`config.mk`:
```
export PLATFORM = sky130hd
export DESIGN_NAME = cascaded_channel_divider_ctl
export DESIGN_NICKNAME = d
export VERILOG_FILES = /design/src/logic/chan_div_pkg.sv /design/src/logic/stage_cfg_if.sv /design/src/logic/cascaded_channel_divider_ctl.sv /design/src/logic/div_stage.sv
export VERILOG_INCLUDE_DIRS = /design/src /design/src/logic
export SDC_FILE = /design/constraint.sdc
export NUM_CORES = 1
export LEC_CHECK = 0
export ABC_AREA = 0
export BUFFER_PORTS_ARGS = -buffer_cell sky130_fd_sc_hd__buf_4
export CORE_MARGIN = 2
export CORE_UTILIZATION = 50
export DETAILED_ROUTE_END_ITERATION = 7
export MAX_ROUTING_LAYER = met4
export PLACE_DENSITY = 0.66
export SYNTH_ARGS = -nofsm -noshare
export SYNTH_HDL_FRONTEND = slang
export SYNTH_SLANG_ARGS = --single-unit
```
`constraint.sdc`:
```
create_clock -name CLK -period 2.93 [get_ports CLK]
set_input_delay 0.1465 -clock CLK [delete_from_list [all_inputs] [get_ports CLK]]
set_output_delay 0.1465 -clock CLK [all_outputs]
set_load 0.01 [all_outputs]
```
`src/logic/chan_div_defines.svh`:
```
`ifndef CHAN_DIV_DEFINES_SVH
`define CHAN_DIV_DEFINES_SVH

// Register bus geometry
`define CDC_ADDR_W        10
`define CDC_DATA_W        8

// Register offsets
`define CDC_OFS_COUNTS1   10'h19e
`define CDC_OFS_PHASE     10'h19f
`define CDC_OFS_COUNTS2   10'h1a0
`define CDC_OFS_CTRL      10'h1a1
`define CDC_OFS_DUTY      10'h1a2
`define CDC_OFS_STATUS    10'h1a3

// Nibble fields of the count and phase registers
`define CDC_HI_NIB_MSB    7
`define CDC_HI_NIB_LSB    4
`define CDC_LO_NIB_MSB    3
`define CDC_LO_NIB_LSB    0

// Control register bits
`define CDC_BIT_BYPASS2   5
`define CDC_BIT_BYPASS1   4
`define CDC_BIT_NOSYNC    3
`define CDC_BIT_STATIC    2
`define CDC_BIT_START2    1
`define CDC_BIT_START1    0
`define CDC_CTRL_W        6

// Duty correction register bit
`define CDC_BIT_DUTY_OFF  0

// Status register bits
`define CDC_BIT_ST_OUT    0
`define CDC_BIT_ST_HELD   1
`define CDC_BIT_ST_S1     2

// Reset values
`define CDC_RST_COUNTS    8'h00
`define CDC_RST_PHASE     8'h00
`define CDC_RST_CTRL      6'h00
`define CDC_RST_DUTY      1'b0

`endif

```
`src/logic/chan_div_pkg.sv`:
```
`default_nettype none
`include "chan_div_defines.svh"

package chan_div_pkg;
  typedef logic [`CDC_ADDR_W-1:0] addr_t;
  typedef logic [`CDC_DATA_W-1:0] data_t;
  typedef logic [3:0]             count_t;
  typedef enum logic [1:0] {
    ST_HOLD,
    ST_LOW,
    ST_HIGH
  } stage_state_e;
endpackage : chan_div_pkg

`default_nettype wire

```
`src/logic/stage_cfg_if.sv`:
```
`timescale 1ns/100ps
`default_nettype none

// Settings of one divider stage, from the register bank to the stage
interface stage_cfg_if;
  import chan_div_pkg::*;
  count_t low;
  count_t high;
  count_t phase;
  logic   start_high;
  logic   bypass;
  modport src (output low, output high, output phase, output start_high, output bypass);
  modport dst (input low, input high, input phase, input start_high, input bypass);
endinterface : stage_cfg_if

`default_nettype wire

```
`src/logic/cascaded_channel_divider_ctl.sv`:
```
// Operation
// (RULE_01) Stage two output stays low for low count plus one input cycles.
// (RULE_02) Stage two output stays high for high count plus one input cycles.
// (RULE_03) Stage one uses its own low and high nibble pair, same plus-one rule.
// (RULE_04) Four-bit phase offset per stage, stage two upper nibble, both reset zero.
// (RULE_05) Stage two bypass powers its divider down and passes its input clock.
// (RULE_06) Stage one bypass powers its divider down and passes its input clock.
// (RULE_07) Sync-ignore zero obeys the chip sync signal; one disregards it.
// (RULE_08) Static-level bit sets forced output level; needs sync-ignore set too.
// (RULE_09) Stage two start-level bit picks the first level of its waveform.
// (RULE_10) Stage one start-level bit picks the first level of its waveform.
// (RULE_11) Duty correction on while its disable bit is zero, off when one.
// (RULE_12) Stage one output clocks stage two; a bypassed stage divides by one.
//
// Chosen here: the strobed register port.
`timescale 1ns/100ps
`default_nettype none
`include "chan_div_defines.svh"

module cascaded_channel_divider_ctl (
  input  wire logic                 CLK,
  input  wire logic                 RESET_N,
  input  wire chan_div_pkg::addr_t  ADDR,
  input  wire chan_div_pkg::data_t  WDATA,
  input  wire logic                 WR,
  input  wire logic                 RD,
  output var  chan_div_pkg::data_t  RDATA,
  input  wire logic                 SYNC_N,
  output var  logic                 CH_OUT,
  output var  logic                 DUTY_FIX_ON
);
  import chan_div_pkg::*;

  // Register bank state
  data_t                  counts1;
  data_t                  next_counts1;
  data_t                  phase;
  data_t                  next_phase;
  data_t                  counts2;
  data_t                  next_counts2;
  logic [`CDC_CTRL_W-1:0] ctrl;
  logic [`CDC_CTRL_W-1:0] next_ctrl;
  logic                   duty_fix_disable;
  logic                   next_duty_fix_disable;
  data_t                  next_rdata;

  // Sync pin synchroniser
  logic                   sync_meta_n;
  logic                   sync_pin_n;

  // Distribution clock model and output stage
  logic                   ref_level;
  logic                   next_ref_level;
  logic                   ref_tick;
  logic                   next_ref_tick;
  logic                   next_ch_out;
  logic                   next_duty_fix_on;
  logic                   sync_hold;
  logic                   static_active;
  logic                   s1_tick;
  logic                   s1_level;
  logic                   s2_tick;
  logic                   s2_level;

  stage_cfg_if cfg1 ();
  stage_cfg_if cfg2 ();

  // Register writes; bits above the documented fields are not stored
  always_comb begin
    next_counts1          = counts1;
    next_phase            = phase;
    next_counts2          = counts2;
    next_ctrl             = ctrl;
    next_duty_fix_disable = duty_fix_disable;
    if (WR) begin
      if (ADDR == `CDC_OFS_COUNTS1) begin
        next_counts1 = WDATA;
      end else if (ADDR == `CDC_OFS_PHASE) begin
        next_phase = WDATA;
      end else if (ADDR == `CDC_OFS_COUNTS2) begin
        next_counts2 = WDATA;
      end else if (ADDR == `CDC_OFS_CTRL) begin
        next_ctrl = WDATA[`CDC_CTRL_W-1:0];
      end else if (ADDR == `CDC_OFS_DUTY) begin
        next_duty_fix_disable = WDATA[`CDC_BIT_DUTY_OFF];
      end
    end
  end

  // Read data stand for exactly one cycle after the strobe, zero otherwise
  always_comb begin
    next_rdata = 8'h00;
    if (RD) begin
      if (ADDR == `CDC_OFS_COUNTS1) begin
        next_rdata = counts1;
      end else if (ADDR == `CDC_OFS_PHASE) begin
        next_rdata = phase;
      end else if (ADDR == `CDC_OFS_COUNTS2) begin
        next_rdata = counts2;
      end else if (ADDR == `CDC_OFS_CTRL) begin
        next_rdata = {2'b00, ctrl};
      end else if (ADDR == `CDC_OFS_DUTY) begin
        next_rdata = {7'h00, duty_fix_disable};
      end else if (ADDR == `CDC_OFS_STATUS) begin
        next_rdata[`CDC_BIT_ST_OUT]  = CH_OUT;
        next_rdata[`CDC_BIT_ST_HELD] = sync_hold;
        next_rdata[`CDC_BIT_ST_S1]   = s1_level;
      end
    end
  end

  always_ff @(posedge CLK) begin
    if (!RESET_N) begin
      counts1          <= `CDC_RST_COUNTS;
      phase            <= `CDC_RST_PHASE; // [RULE_04]
      counts2          <= `CDC_RST_COUNTS; // [RULE_01]
      ctrl             <= `CDC_RST_CTRL;
      duty_fix_disable <= `CDC_RST_DUTY;
      RDATA            <= 8'h00;
    end else begin
      counts1          <= next_counts1;
      phase            <= next_phase;
      counts2          <= next_counts2;
      ctrl             <= next_ctrl;
      duty_fix_disable <= next_duty_fix_disable;
      RDATA            <= next_rdata;
    end
  end

  // Sync pin is asynchronous to CLK, so two flops before any use
  always_ff @(posedge CLK) begin
    if (!RESET_N) begin
      sync_meta_n <= 1'b1;
      sync_pin_n  <= 1'b1;
    end else begin
      sync_meta_n <= SYNC_N;
      sync_pin_n  <= sync_meta_n;
    end
  end

  // Sync-ignore cuts the pin off from both stages
  assign sync_hold     = !sync_pin_n && !ctrl[`CDC_BIT_NOSYNC]; // [RULE_07]
  // Static level shows only while a sync is held off by sync-ignore
  assign static_active = !sync_pin_n && ctrl[`CDC_BIT_NOSYNC]; // [RULE_08]

  // Stage settings: stage one from its own nibble pair, stage two from the other
  assign cfg1.low        = counts1[`CDC_HI_NIB_MSB:`CDC_HI_NIB_LSB]; // [RULE_03]
  assign cfg1.high       = counts1[`CDC_LO_NIB_MSB:`CDC_LO_NIB_LSB]; // [RULE_03]
  assign cfg1.phase      = phase[`CDC_LO_NIB_MSB:`CDC_LO_NIB_LSB]; // [RULE_04]
  assign cfg1.start_high = ctrl[`CDC_BIT_START1]; // [RULE_10]
  assign cfg1.bypass     = ctrl[`CDC_BIT_BYPASS1]; // [RULE_06]
  assign cfg2.low        = counts2[`CDC_HI_NIB_MSB:`CDC_HI_NIB_LSB]; // [RULE_01]
  assign cfg2.high       = counts2[`CDC_LO_NIB_MSB:`CDC_LO_NIB_LSB]; // [RULE_02]
  assign cfg2.phase      = phase[`CDC_HI_NIB_MSB:`CDC_HI_NIB_LSB]; // [RULE_04]
  assign cfg2.start_high = ctrl[`CDC_BIT_START2]; // [RULE_09]
  assign cfg2.bypass     = ctrl[`CDC_BIT_BYPASS2]; // [RULE_05]

  // Input clock model: one input clock cycle is two CLK cycles, so a
  // bypassed stage can still show a real high and low half
  always_comb begin
    next_ref_level = !ref_level;
    next_ref_tick  = !ref_level;
  end

  always_ff @(posedge CLK) begin
    if (!RESET_N) begin
      ref_level <= 1'b0;
      ref_tick  <= 1'b0;
    end else begin
      ref_level <= next_ref_level;
      ref_tick  <= next_ref_tick;
    end
  end

  div_stage u_stage1 (
    .clk       (CLK),
    .reset_n   (RESET_N),
    .cfg       (cfg1.dst),
    .hold      (sync_hold),
    .in_tick   (ref_tick),
    .in_level  (ref_level),
    .out_tick  (s1_tick),
    .out_level (s1_level)
  );

  // Stage two steps only on stage one rising edges [RULE_12]
  div_stage u_stage2 (
    .clk       (CLK),
    .reset_n   (RESET_N),
    .cfg       (cfg2.dst),
    .hold      (sync_hold),
    .in_tick   (s1_tick),
    .in_level  (s1_level),
    .out_tick  (s2_tick),
    .out_level (s2_level)
  );

  // Group output and correction flag, both straight from flops
  always_comb begin
    next_ch_out      = static_active ? ctrl[`CDC_BIT_STATIC] : s2_level; // [RULE_08]
    next_duty_fix_on = !duty_fix_disable; // [RULE_11]
  end

  always_ff @(posedge CLK) begin
    if (!RESET_N) begin
      CH_OUT      <= 1'b0;
      DUTY_FIX_ON <= 1'b1;
    end else begin
      CH_OUT      <= next_ch_out;
      DUTY_FIX_ON <= next_duty_fix_on;
    end
  end
endmodule : cascaded_channel_divider_ctl

`default_nettype wire

```
`src/logic/div_stage.sv`:
```
`timescale 1ns/100ps
`default_nettype none

module div_stage (
  input  wire logic clk,
  input  wire logic reset_n,
  stage_cfg_if.dst  cfg,
  input  wire logic hold,
  input  wire logic in_tick,
  input  wire logic in_level,
  output var  logic out_tick,
  output var  logic out_level
);
  import chan_div_pkg::*;

  stage_state_e state;
  stage_state_e next_state;
  logic [4:0]   cnt;
  logic [4:0]   next_cnt;
  logic         next_tick;

  // Counter walks one step per input clock rising edge
  always_comb begin
    next_state = state;
    next_cnt   = cnt;
    next_tick  = 1'b0;
    if (cfg.bypass) begin
      // Counter parked at zero, input waveform passed through [RULE_05] [RULE_06]
      next_state = in_level ? ST_HIGH : ST_LOW;
      next_cnt   = 5'h00;
      next_tick  = in_tick;
    end else if (hold) begin
      next_state = ST_HOLD;
      next_cnt   = 5'h00;
    end else begin
      case (state)
        ST_HOLD: begin
          if (in_tick) begin
            // Start level and phase offset set the first half [RULE_09] [RULE_10] [RULE_04]
            next_state = cfg.start_high ? ST_HIGH : ST_LOW;
            next_cnt   = {1'b0, (cfg.start_high ? cfg.high : cfg.low)} + {1'b0, cfg.phase};
            next_tick  = cfg.start_high;
          end
        end
        ST_LOW: begin
          if (in_tick) begin
            if (cnt == 5'h00) begin
              next_state = ST_HIGH; // Low lasted low count + 1 cycles [RULE_01] [RULE_03]
              next_cnt   = {1'b0, cfg.high};
              next_tick  = 1'b1;
            end else begin
              next_cnt = cnt - 5'h01;
            end
          end
        end
        ST_HIGH: begin
          if (in_tick) begin
            if (cnt == 5'h00) begin
              next_state = ST_LOW; // High lasted high count + 1 cycles [RULE_02] [RULE_03]
              next_cnt   = {1'b0, cfg.low};
            end else begin
              next_cnt = cnt - 5'h01;
            end
          end
        end
        default: begin
          next_state = ST_HOLD;
          next_cnt   = 5'h00;
        end
      endcase
    end
  end

  always_ff @(posedge clk) begin
    if (!reset_n) begin
      state    <= ST_HOLD;
      cnt      <= 5'h00;
      out_tick <= 1'b0;
    end else begin
      state    <= next_state;
      cnt      <= next_cnt;
      out_tick <= next_tick;
    end
  end

  // A held stage already shows the level it will start with
  assign out_level = (state == ST_HIGH) || ((state == ST_HOLD) && cfg.start_high);
endmodule : div_stage

`default_nettype wire

```
; ---- Word-level counts from Yosys, hierarchy flattened
; Index checks and enable logic that the tools add are counted.
[word_totals]
reg_bits = 59
latchBits = 0
output_inout_bits = 10
wordCells = 124
ramBits = 0
mem_bits_ro = 0
input_bits = 23
n_memories = 0
[classes]
n_eq_ne = 26
n_bitwise = 5
n_addsub = 4
n_mul = 0
n_mux = 47
n_shift = 0
n_reduce_logical = 26
magnitude_cmp = 0
div = 0
[ops]
columns = op, count
row1 = "equality test 10 x 9 -> 1 bit, second input constant", 6
row2 = two-way mux 5 bit, 10
row3 = two-way mux 2 bit, 18
row4 = case mux 5 bit (3 select lines), 2
row5 = two-way mux 8 bit, 3
row6 = "!= test 4 bit, second input constant", 6
row7 = "!= test 4 x 3 -> 1 bit, second input constant", 4
row8 = AND reduction 5 bit, 3
row9 = "!= test 2 bit, second input constant", 6
row10 = case mux 2 bit (3 select lines), 2
row11 = adder 4 x 4 -> 5 bit, 2
row12 = zero test 5 bit, 2
row13 = "subtractor 5 x 1 -> 5 bit, second input constant", 2
row14 = AND reduction 3 bit, 3
row15 = two-way mux 4 bit, 2
row16 = two-way mux 1 bit, 6
row17 = two-way mux 3 bit, 2
row18 = two-way mux 6 bit, 1
row19 = AND reduction 6 bit, 1
row20 = OR reduction 3 bit, 2
row21 = NOT 1 bit, 5
row22 = "equality test 2 x 1 -> 1 bit, second input constant", 2
row23 = "equality test 2 bit, second input constant", 2
row24 = logical AND 1 bit, 4
row25 = other kinds (6), 12

; ---- Depth between registers and ports, before layout
; Gate-level depths: netlist of run 1.
[logic_depth]
ltp_word = 9
mapped_depth = 9
ltp_nobuf = 8

; ---- Modules after synthesis
; Synthesis of run 1 repeated with hierarchy kept, for this count alone.
[hier_totals]
cells_unflattened = 414
hier_area_um2 = 3609.7
[by_module_without_submodules]
columns = module, cells_each, seq_area_each_um2, instances, area_each_um2
row1 = cascaded_channel_divider_ctl, 202, 880.8, 1, 1969.4
row2 = div_stage at u_stage2, 112, 160.2, 1, 852.1
row3 = div_stage at u_stage1, 100, 160.2, 1, 788.3

; ---- Worst setup path before layout of run 1
; Ideal clock, no wire load.
[synth_timing]
path_type = register to register
start = register ctrl[0]
end = register u_stage1.cnt[4]
t_required_ns = 2.788
period_less_slack_ns = 2.224
stages_incl_launch_ff = 9
arrival_time_ns = 2.082
path_buffers = 1
slack_ns = 0.706
path_cell_list = dfxtp_1 clkbuf_1 mux2_2 ha_1 fa_1 a21o_1 a211oi_1 a211o_1 a311oi_1
[synth_between]
elab_chain_cells = 4
[synth_rtl]
columns = item, line
row1 = start: declaration, cascaded_channel_divider_ctl.sv:41  ; logic [`CDC_CTRL_W-1:0] ctrl;
row2 = start signal: assignment, cascaded_channel_divider_ctl.sv:117  ; ctrl <= `CDC_RST_CTRL;
row3 = start signal: assignment, cascaded_channel_divider_ctl.sv:124  ; ctrl <= next_ctrl;
row4 = two-way mux 4 bit, div_stage.sv:41  ; next_cnt = {1'b0, (cfg.start_high ? cfg.high : cfg.low)} + {1'b0, cfg.phase};
row5 = adder 4 x 4 -> 5 bit, div_stage.sv:41
row6 = two-way mux 5 bit, div_stage.sv:38  ; if (in_tick) begin
row7 = case mux 5 bit (3 select lines), div_stage.sv:36  ; case (state)
row8 = end signal: assignment, div_stage.sv:81  ; cnt <= next_cnt;
row9 = end: declaration, div_stage.sv:18  ; logic [4:0] cnt;
; No other way between the ends. The select of a mux whose other input is x is not followed.
; A chain may end at the register's enable or synchronous reset.

; ---- Worst setup path after layout of run 1
; Same ends and word-level chain as after synthesis.

==> results.cfg, run 1 <==
[status]
status = completed

[timing]
fmax_mhz = 438.0
fin_skew_ns = 0.005206
fin_tns_setup_ns = 0
finalCritPeriodShare_pct = 77.93
slew_viol_final = 0
max_slew.worst_pin.slew_ns = 0.6402
hold_viol_final = 0
setup_viol = 0
grt_setup_unrepaired = no
slew_headroom_pct = 56.72
setup_ws_ns = 0.6466
final.min_clock_period_ns = 2.283

[yosys]
synth.cell_area_mm2 = 0.003353
ys_warn_count = 0
syn-num-nets = 400
yosys.area.top_type = dfxtp_1
yosys-top-cells-area = dfxtp_1 (35%), mux2i_1 (13%), nor2_1 (6.0%), ha_1 (4.1%), mux2_2 (3.7%)
ys_ff_latch = 59
synth_ff_type = dfxtp_1
postSynth.asyncResetShare_pct = 0
synth_area_per_cell_um2 = 9.212
synth_cells = 364
synth_edf_count = 0
yosysSeqAreaShare_pct = 35.22
yosysTopAreaCellShare_pct = 35.22
ys_types = 57

[placement]
routabilityCongestion = 0.8873
io_buffers = 32
place.detailed.hpwl_mm = 6.118
post-place-ws_ns = 0.6788
place_area_mm2 = 0.003682

[finish]
n_antenna_cell = 0
synthToLayoutAreaGrowth_pct = 16.53
design_area_mm2 = 0.003908
final_common_cell = dfxtp_1
nNetsFinal = 434
mostFrequentLayoutCells = dfxtp_1 (59), nor2_1 (54), mux2i_1 (43)
fillers = 563
layout-drive-gt1-share_pct = 18.45

[floorplanning]
rows = 29
initial_utilization_pct = 52.21
fp.dieW_um = 85.89
core_mm2 = 0.006422
io_pins = 33
die_area_mm2 = 0.007377
die_y_um = 85.89

[power]
power.switching_w = 0.0004483
p_clk_share_pct = 43.5
swShare_pct = 23.86
power_density_mw_per_mm2 = 480.8
pwr-share-comb_pct = 11.3
p_int_w = 0.001431
ir_drop_mv = 0.2411
p_seq_share_pct = 45.3
leakagePower_nw = 1.529
power_w = 0.001879

[hold_path]
whs_path_depth = 2
holdCritStartpoint = RESET_N
holdPathEnd = sync_pin_n$_SDFF_PN1_
hold_path.class = in2reg

[route]
viasPerCell = 5.851
drc = 0
wl_mm = 8.154
vias = 2797
drtIter0Drc = 131
dr.pass1.iters = 5
wl_per_cell_um = 17.06
drtAntennaViolNets = 0

[clocking]
cts.clk_slew.worst_paths_ns = 0.06
post_cts_buffers = 0
h-tree-depth = 3
clk_path_buf_depth = 2
root_buffer = clkbuf_8
clock_latency_ns = 0.33
numCtsBuffers = 9
cts_tree = built
cts_sinks = 59

[setup_path]
worstPathRequired_ns = 3.12
critPathCaptureType = flop
slowest_delay_ns = 0.55
path_cells = mux2_2 > ha_1 > fa_1 > a21o_1 > a211oi_1 > a211o_1 > a311oi_1
reg2reg_slack_ns = 0.65
reg2regPathDepth = 7
worstSetupPathType = reg2reg
cp-start-kind = flop
reg2reg_from = ctrl[0]$_SDFFE_PN0P_
reg2reg_to = u_stage1.cnt[4]$_SDFFE_PP0P_
path_max_fanout = 10
crit_arrival_ns = 2.48
cpMaxStageDelayCell = dfxtp_1

[grt]
grt_pass1_wl_mm = 13.55
antenna_found_initial = 0
overflow = 0
grtUsageTotal_pct = 24.45
grt_max_degree = 39
first_global_vias = 2610

[flow_run]
cap_violations = 0
-- per-stage QoR --
step / hold WS [ns] / cells / utilization, %
3_5_place_dp: 0.3398 / 463 / 57.33
3_3_place_gp: 0.3409 / 463 / 57.33
5_1_grt: 0.06552 / 478 / 60.84
2_1_floorplan: 0.2154 / 364 / -
6_report: 0.06118 / 478 / 60.84
4_1_cts: 0.05302 / 478 / 60.84
-- cell type report --
| class | count | area (um2) | area share, % |
|---|---|---|---|
| multi-input cells | 275 | 2063 | 52.80 |
| clock inverters | 2 | 60.06 | 1.537 |
| repair buffers | 40 | 302.8 | 7.749 |
| clock buffers | 12 | 155.1 | 3.971 |
| well taps | 77 | 96.34 | 2.466 |
| inverters | 13 | 48.80 | 1.249 |
| flip-flops and latches | 59 | 1181 | 30.23 |
-- power groups by stage --
stage	clock, W	combinational, W	sequential, W
floorplan	0	0.000155	0.000847
global placement	0	0.000207	0.000867
detailed placement	0	0.000208	0.000867
CTS	0.000826	0.000211	0.000849
global route	0.000855	0.000237	0.000853
finish	0.000817	0.000212	0.000850
-- per-layer routing --
layer  vias up  global-route usage, %  wire (um)
met1      1300                  33.69       4028
met3        19                  3.657        367
met4         0                  10.82        196
met5         -                      -          0
li1       1407                      -          -
met2        71                  35.52       3562
-- worst max-delay path, delay by kind of cell (launching register included) --
kind                       cells  cell delay [ns]
AOI/OAI and AO/OA              4             0.60
adders and majority gates      2             0.61
DFF                            1             0.55
muxes                          1             0.38
-- flip-flops by register name, summed over array words and instances, names as in the netlist, 2 cells and up --
register	flops
counts1	8
counts2	8
ctrl	6
u_stage2.state	2
u_stage1.state	2
RDATA	8
u_stage2.cnt	5
u_stage1.cnt	5
phase	8
-- cells in the mapped netlist (3+ instances only) --
master	n
a22o_1	5
nand2_1	9
o21ai_0	10
dfxtp_1	59
and3_1	3
o22ai_1	6
o21bai_1	5
nor4_4	4
xnor2_1	4
and2_1	5
a21o_1	3
a22oi_1	3
ha_1	11
nand3_1	5
nor2b_1	12
a21oi_1	10
clkbuf_1	12
mux2i_1	43
a221oi_1	4
buf_1	3
inv_1	13
nand2b_1	7
o21a_1	3
a311oi_1	6
nor3_1	10
a211oi_1	4
mux2_2	11
nor2_1	54
nor4_1	3
-- worst max-delay path by stage --
| stage | to | slack (ns) | cells after the start | startpoint |
|---|---|---|---|---|
| after floorplan | u_stage1.cnt[4]$_SDFFE_PP0P_ | 0.71 | 8 | ctrl[0]$_SDFFE_PN0P_ |
| final | u_stage1.cnt[4]$_SDFFE_PP0P_ | 0.65 | 7 | ctrl[0]$_SDFFE_PN0P_ |
| after global routing | u_stage1.cnt[4]$_SDFFE_PP0P_ | 0.50 | 7 | ctrl[0]$_SDFFE_PN0P_ |
| after detailed placement | u_stage1.cnt[4]$_SDFFE_PP0P_ | 0.68 | 7 | ctrl[0]$_SDFFE_PN0P_ |
| after global placement | u_stage1.cnt[4]$_SDFFE_PP0P_ | 0.72 | 7 | ctrl[0]$_SDFFE_PN0P_ |
| after CTS | u_stage1.cnt[4]$_SDFFE_PP0P_ | 0.66 | 7 | ctrl[0]$_SDFFE_PN0P_ |
-- repair_timing --
| action | CTS | global route |
|---|---|---|
| hold endpoints to repair | 1 | 0 |
| hold buffers | 1 | 0 |
| resized for setup | 0 | 0 |
-- cell families after synthesis --
family	after synthesis	share of synthesized area (%)
AO/OA/AOI/OAI	77	16.72
flip-flops	59	35.22
AND/OR/NAND/NOR	125	20.82
XOR/XNOR	5	1.306
multiplexers	55	17.20
adder cells (fa/ha/maj)	13	5.298
buffers and inverters	30	3.433
No activity file was read; power rests on OpenSTA's default activity.
==> inputs of run 2 (changes only) <==
--- a/config.mk
+++ b/config.mk
@@ -6,7 +6,7 @@
 export SDC_FILE = /design/constraint.sdc
 export NUM_CORES = 1
 export LEC_CHECK = 0
-export ABC_AREA = 0
+export ABC_AREA = 1
 export BUFFER_PORTS_ARGS = -buffer_cell sky130_fd_sc_hd__buf_4
 export CORE_MARGIN = 2
 export CORE_UTILIZATION = 50
==> constraint.sdc (replaced) <==
create_clock -name CLK -period 2.35 [get_ports CLK]
set_input_delay 0.1175 -clock CLK [delete_from_list [all_inputs] [get_ports CLK]]
set_output_delay 0.1175 -clock CLK [all_outputs]
set_load 0.01 [all_outputs]
==> results.cfg, run 2 <==
[status]
status = completed

[clocking]
post_cts_buffers = 0
cts_sinks = 59
cts_tree = built
h-tree-depth = 3
clock_latency_ns = 0.35
root_buffer = clkbuf_8
numCtsBuffers = 9
clk_path_buf_depth = 2
cts.clk_slew.worst_paths_ns = 0.08

[floorplanning]
io_pins = 33
fp.dieW_um = 86.99
die_y_um = 86.99
core_mm2 = 0.006719
initial_utilization_pct = 51.25
rows = 30
die_area_mm2 = 0.007566

[timing]
slew_headroom_pct = 56.27
max_slew.worst_pin.slew_ns = 0.6491
fin_tns_setup_ns = 0
grt_setup_unrepaired = no
finalCritPeriodShare_pct = 83.12
final.min_clock_period_ns = 1.953
fin_skew_ns = 0.01201
slew_viol_final = 0
hold_viol_final = 0
setup_viol = 0
fmax_mhz = 511.9

[placement]
place.detailed.hpwl_mm = 7.209
dpl.cell_count = 628
io_buffers = 32
routabilityCongestion = 0.9043

[route]
dr.pass1.iters = 5
viasPerCell = 5.363
drtAntennaViolNets = 0
vias = 3459
drc = 0
drtIter0Drc = 237
wl_per_cell_um = 14.65
wl_mm = 9.449

[yosys]
yosys.area.top_type = dfxtp_1
syn-num-nets = 558
ys_warn_count = 0
yosysTopAreaCellShare_pct = 34.30
synth.cell_area_mm2 = 0.003443
postSynth.asyncResetShare_pct = 0
synth_ff_type = dfxtp_1
synth_cells = 522
synth_edf_count = 0
synth_most_common_cell = nand2_1
ys_ff_latch = 59
synth_area_per_cell_um2 = 6.596
ys_types = 36
yosysSeqAreaShare_pct = 34.30
synth_common_cells = nand2_1 (123), inv_1 (82), nor2_1 (64), dfxtp_1 (59), a21oi_1 (38)
yosys-top-cells-area = dfxtp_1 (34%), nand2_1 (13%), inv_1 (8.9%), nor2_1 (7.0%), a21oi_1 (5.5%)

[setup_path]
reg2reg_from = ctrl[0]$_SDFFE_PN0P_
cp-start-kind = flop
worstSetupPathType = reg2reg
slowest_delay_ns = 0.55
worstPathRequired_ns = 2.59
crit_top_cell = nand2_1
reg2regPathDepth = 9
critPathCaptureType = flop
path_max_fanout = 12
crit_arrival_ns = 2.20
reg2reg_to = u_stage1.cnt[4]$_SDFFE_PP0P_
reg2reg_slack_ns = 0.40
cpMaxStageDelayCell = dfxtp_1
path_cells = o21ai_0 > ha_1 > fa_1 > nand2_1 > a21boi_0 > o21ai_0 > nand2_1 > nand2_1 > a21oi_1

[hold_path]
hold_path.class = in2reg
holdPathEnd = phase[4]$_SDFFE_PN0P_
holdCritStartpoint = WDATA[4]
whs_path_depth = 3

[power]
ir_drop_mv = 0.3199
p_seq_share_pct = 44.6
pwr-share-comb_pct = 8.9
p_int_w = 0.001686
power.switching_w = 0.0006088
leakagePower_nw = 1.765
swShare_pct = 26.53
power_density_mw_per_mm2 = 575.6
p_clk_share_pct = 46.5
power_w = 0.002295

[flow_run]
cap_violations = 0

[finish]
nNetsFinal = 596
n_antenna_cell = 0
post-route-util_pct = 59.33
synthToLayoutAreaGrowth_pct = 15.77
final_cells = 645
layout-drive-gt1-share_pct = 13.10
register_area_mm2 = 0.001181
final_common_cell = nand2_1
multi_input_area_mm2 = 0.001894
fillers = 681
mostFrequentLayoutCells = nand2_1 (123), inv_1 (82), nor2_1 (64)

[grt]
grtUsageTotal_pct = 27.20
grt_max_degree = 31
antenna_found_initial = 0
overflow = 0
first_global_vias = 3115
grt_pass1_wl_mm = 15.32
==> run 2: cell types whose count changed in the layout (fill, tap and decap cells not counted), sizes merged, moves of 6 or more <==
cell and change:
nand3 +29, nand2 +117, nand2b -7, a21oi +30, mux2i -43, nor2 +16
nand4 +6, inv +71, mux2 -11, nor4 -7, nor2b -12, a311oi -6
o21ai +34
==> run 2: routing by layer <==
metal	wire length (um)	track usage [%]	up-vias
met3	526	5.972	21
li1	-	-	1760
met5	0	-	-
met2	4379	42.40	121
met1	4319	34.74	1557
met4	223	9.659	0
==> run 2: kinds of logic after synthesis <==
logic type | Yosys count | share of synthesized area [%]
simple gates | 251 | 32.38
compound gates | 105 | 16.97
buf+inv | 92 | 10.68
flops | 59 | 34.30
fa+ha+maj | 13 | 5.160
xor+xnor | 2 | 0.5088
==> run 2: worst max-delay path: cells and delay by family, from the launching register on <==
family	cells	cell delay (ns)
AOI/OAI and AO/OA	4	0.46
adders and majority gates	2	0.63
DFF	1	0.55
and+or+nand+nor	3	0.21
==> run 2: final cells by class <==
class	count	share of cell area, %
Tap cell	80	2.511
Sequential cell	59	29.63
Inverter	82	7.721
Timing Repair Buffer	37	7.031
Multi-Input combinational cell	371	47.52
Clock buffer	9	3.107
Clock inverter	7	2.480
==> run 2: repair_timing <==
item                      CTS  global route
resized for setup           0             0
hold buffers                1             0
hold endpoints to repair    1             0
==> run 2: power by group through the flow <==
| stage | clock (W) | sequential, W | combinational (W) |
|---|---|---|---|
| detailed placement | 0 | 0.00105 | 0.000199 |
| CTS | 0.00108 | 0.00102 | 0.000202 |
| global placement | 0 | 0.00105 | 0.000198 |
| floorplan | 0 | 0.00104 | 0.000126 |
| global route | 0.00112 | 0.00103 | 0.000230 |
| finish | 0.00107 | 0.00102 | 0.000203 |
==> run 2: stage by stage <==
stage	hold slack (ns)	instance area, um2	worst slack (ns)
global route	0.02883	3986	0.2039
global placement	0.3080	3754	0.5076
detailed placement	0.3079	3754	0.4395
CTS	0.03234	3986	0.3974
finish	0.04272	3986	0.3967
floorplan	0.2241	3443	0.5063
==> run 2: how the worst max path moves through the flow <==
stage | start | endpoint | slack (ns) | depth (start not counted)
floorplan | ctrl[0]$_SDFFE_PN0P_ | u_stage1.cnt[1]$_SDFFE_PP0P_ | 0.51 | 9
global placement | ctrl[0]$_SDFFE_PN0P_ | u_stage1.cnt[1]$_SDFFE_PP0P_ | 0.51 | 8
detailed placement | ctrl[0]$_SDFFE_PN0P_ | u_stage1.cnt[4]$_SDFFE_PP0P_ | 0.44 | 9
CTS | ctrl[0]$_SDFFE_PN0P_ | u_stage1.cnt[4]$_SDFFE_PP0P_ | 0.40 | 9
global route | ctrl[0]$_SDFFE_PN0P_ | u_stage1.cnt[4]$_SDFFE_PP0P_ | 0.20 | 9
finish | ctrl[0]$_SDFFE_PN0P_ | u_stage1.cnt[4]$_SDFFE_PP0P_ | 0.40 | 9
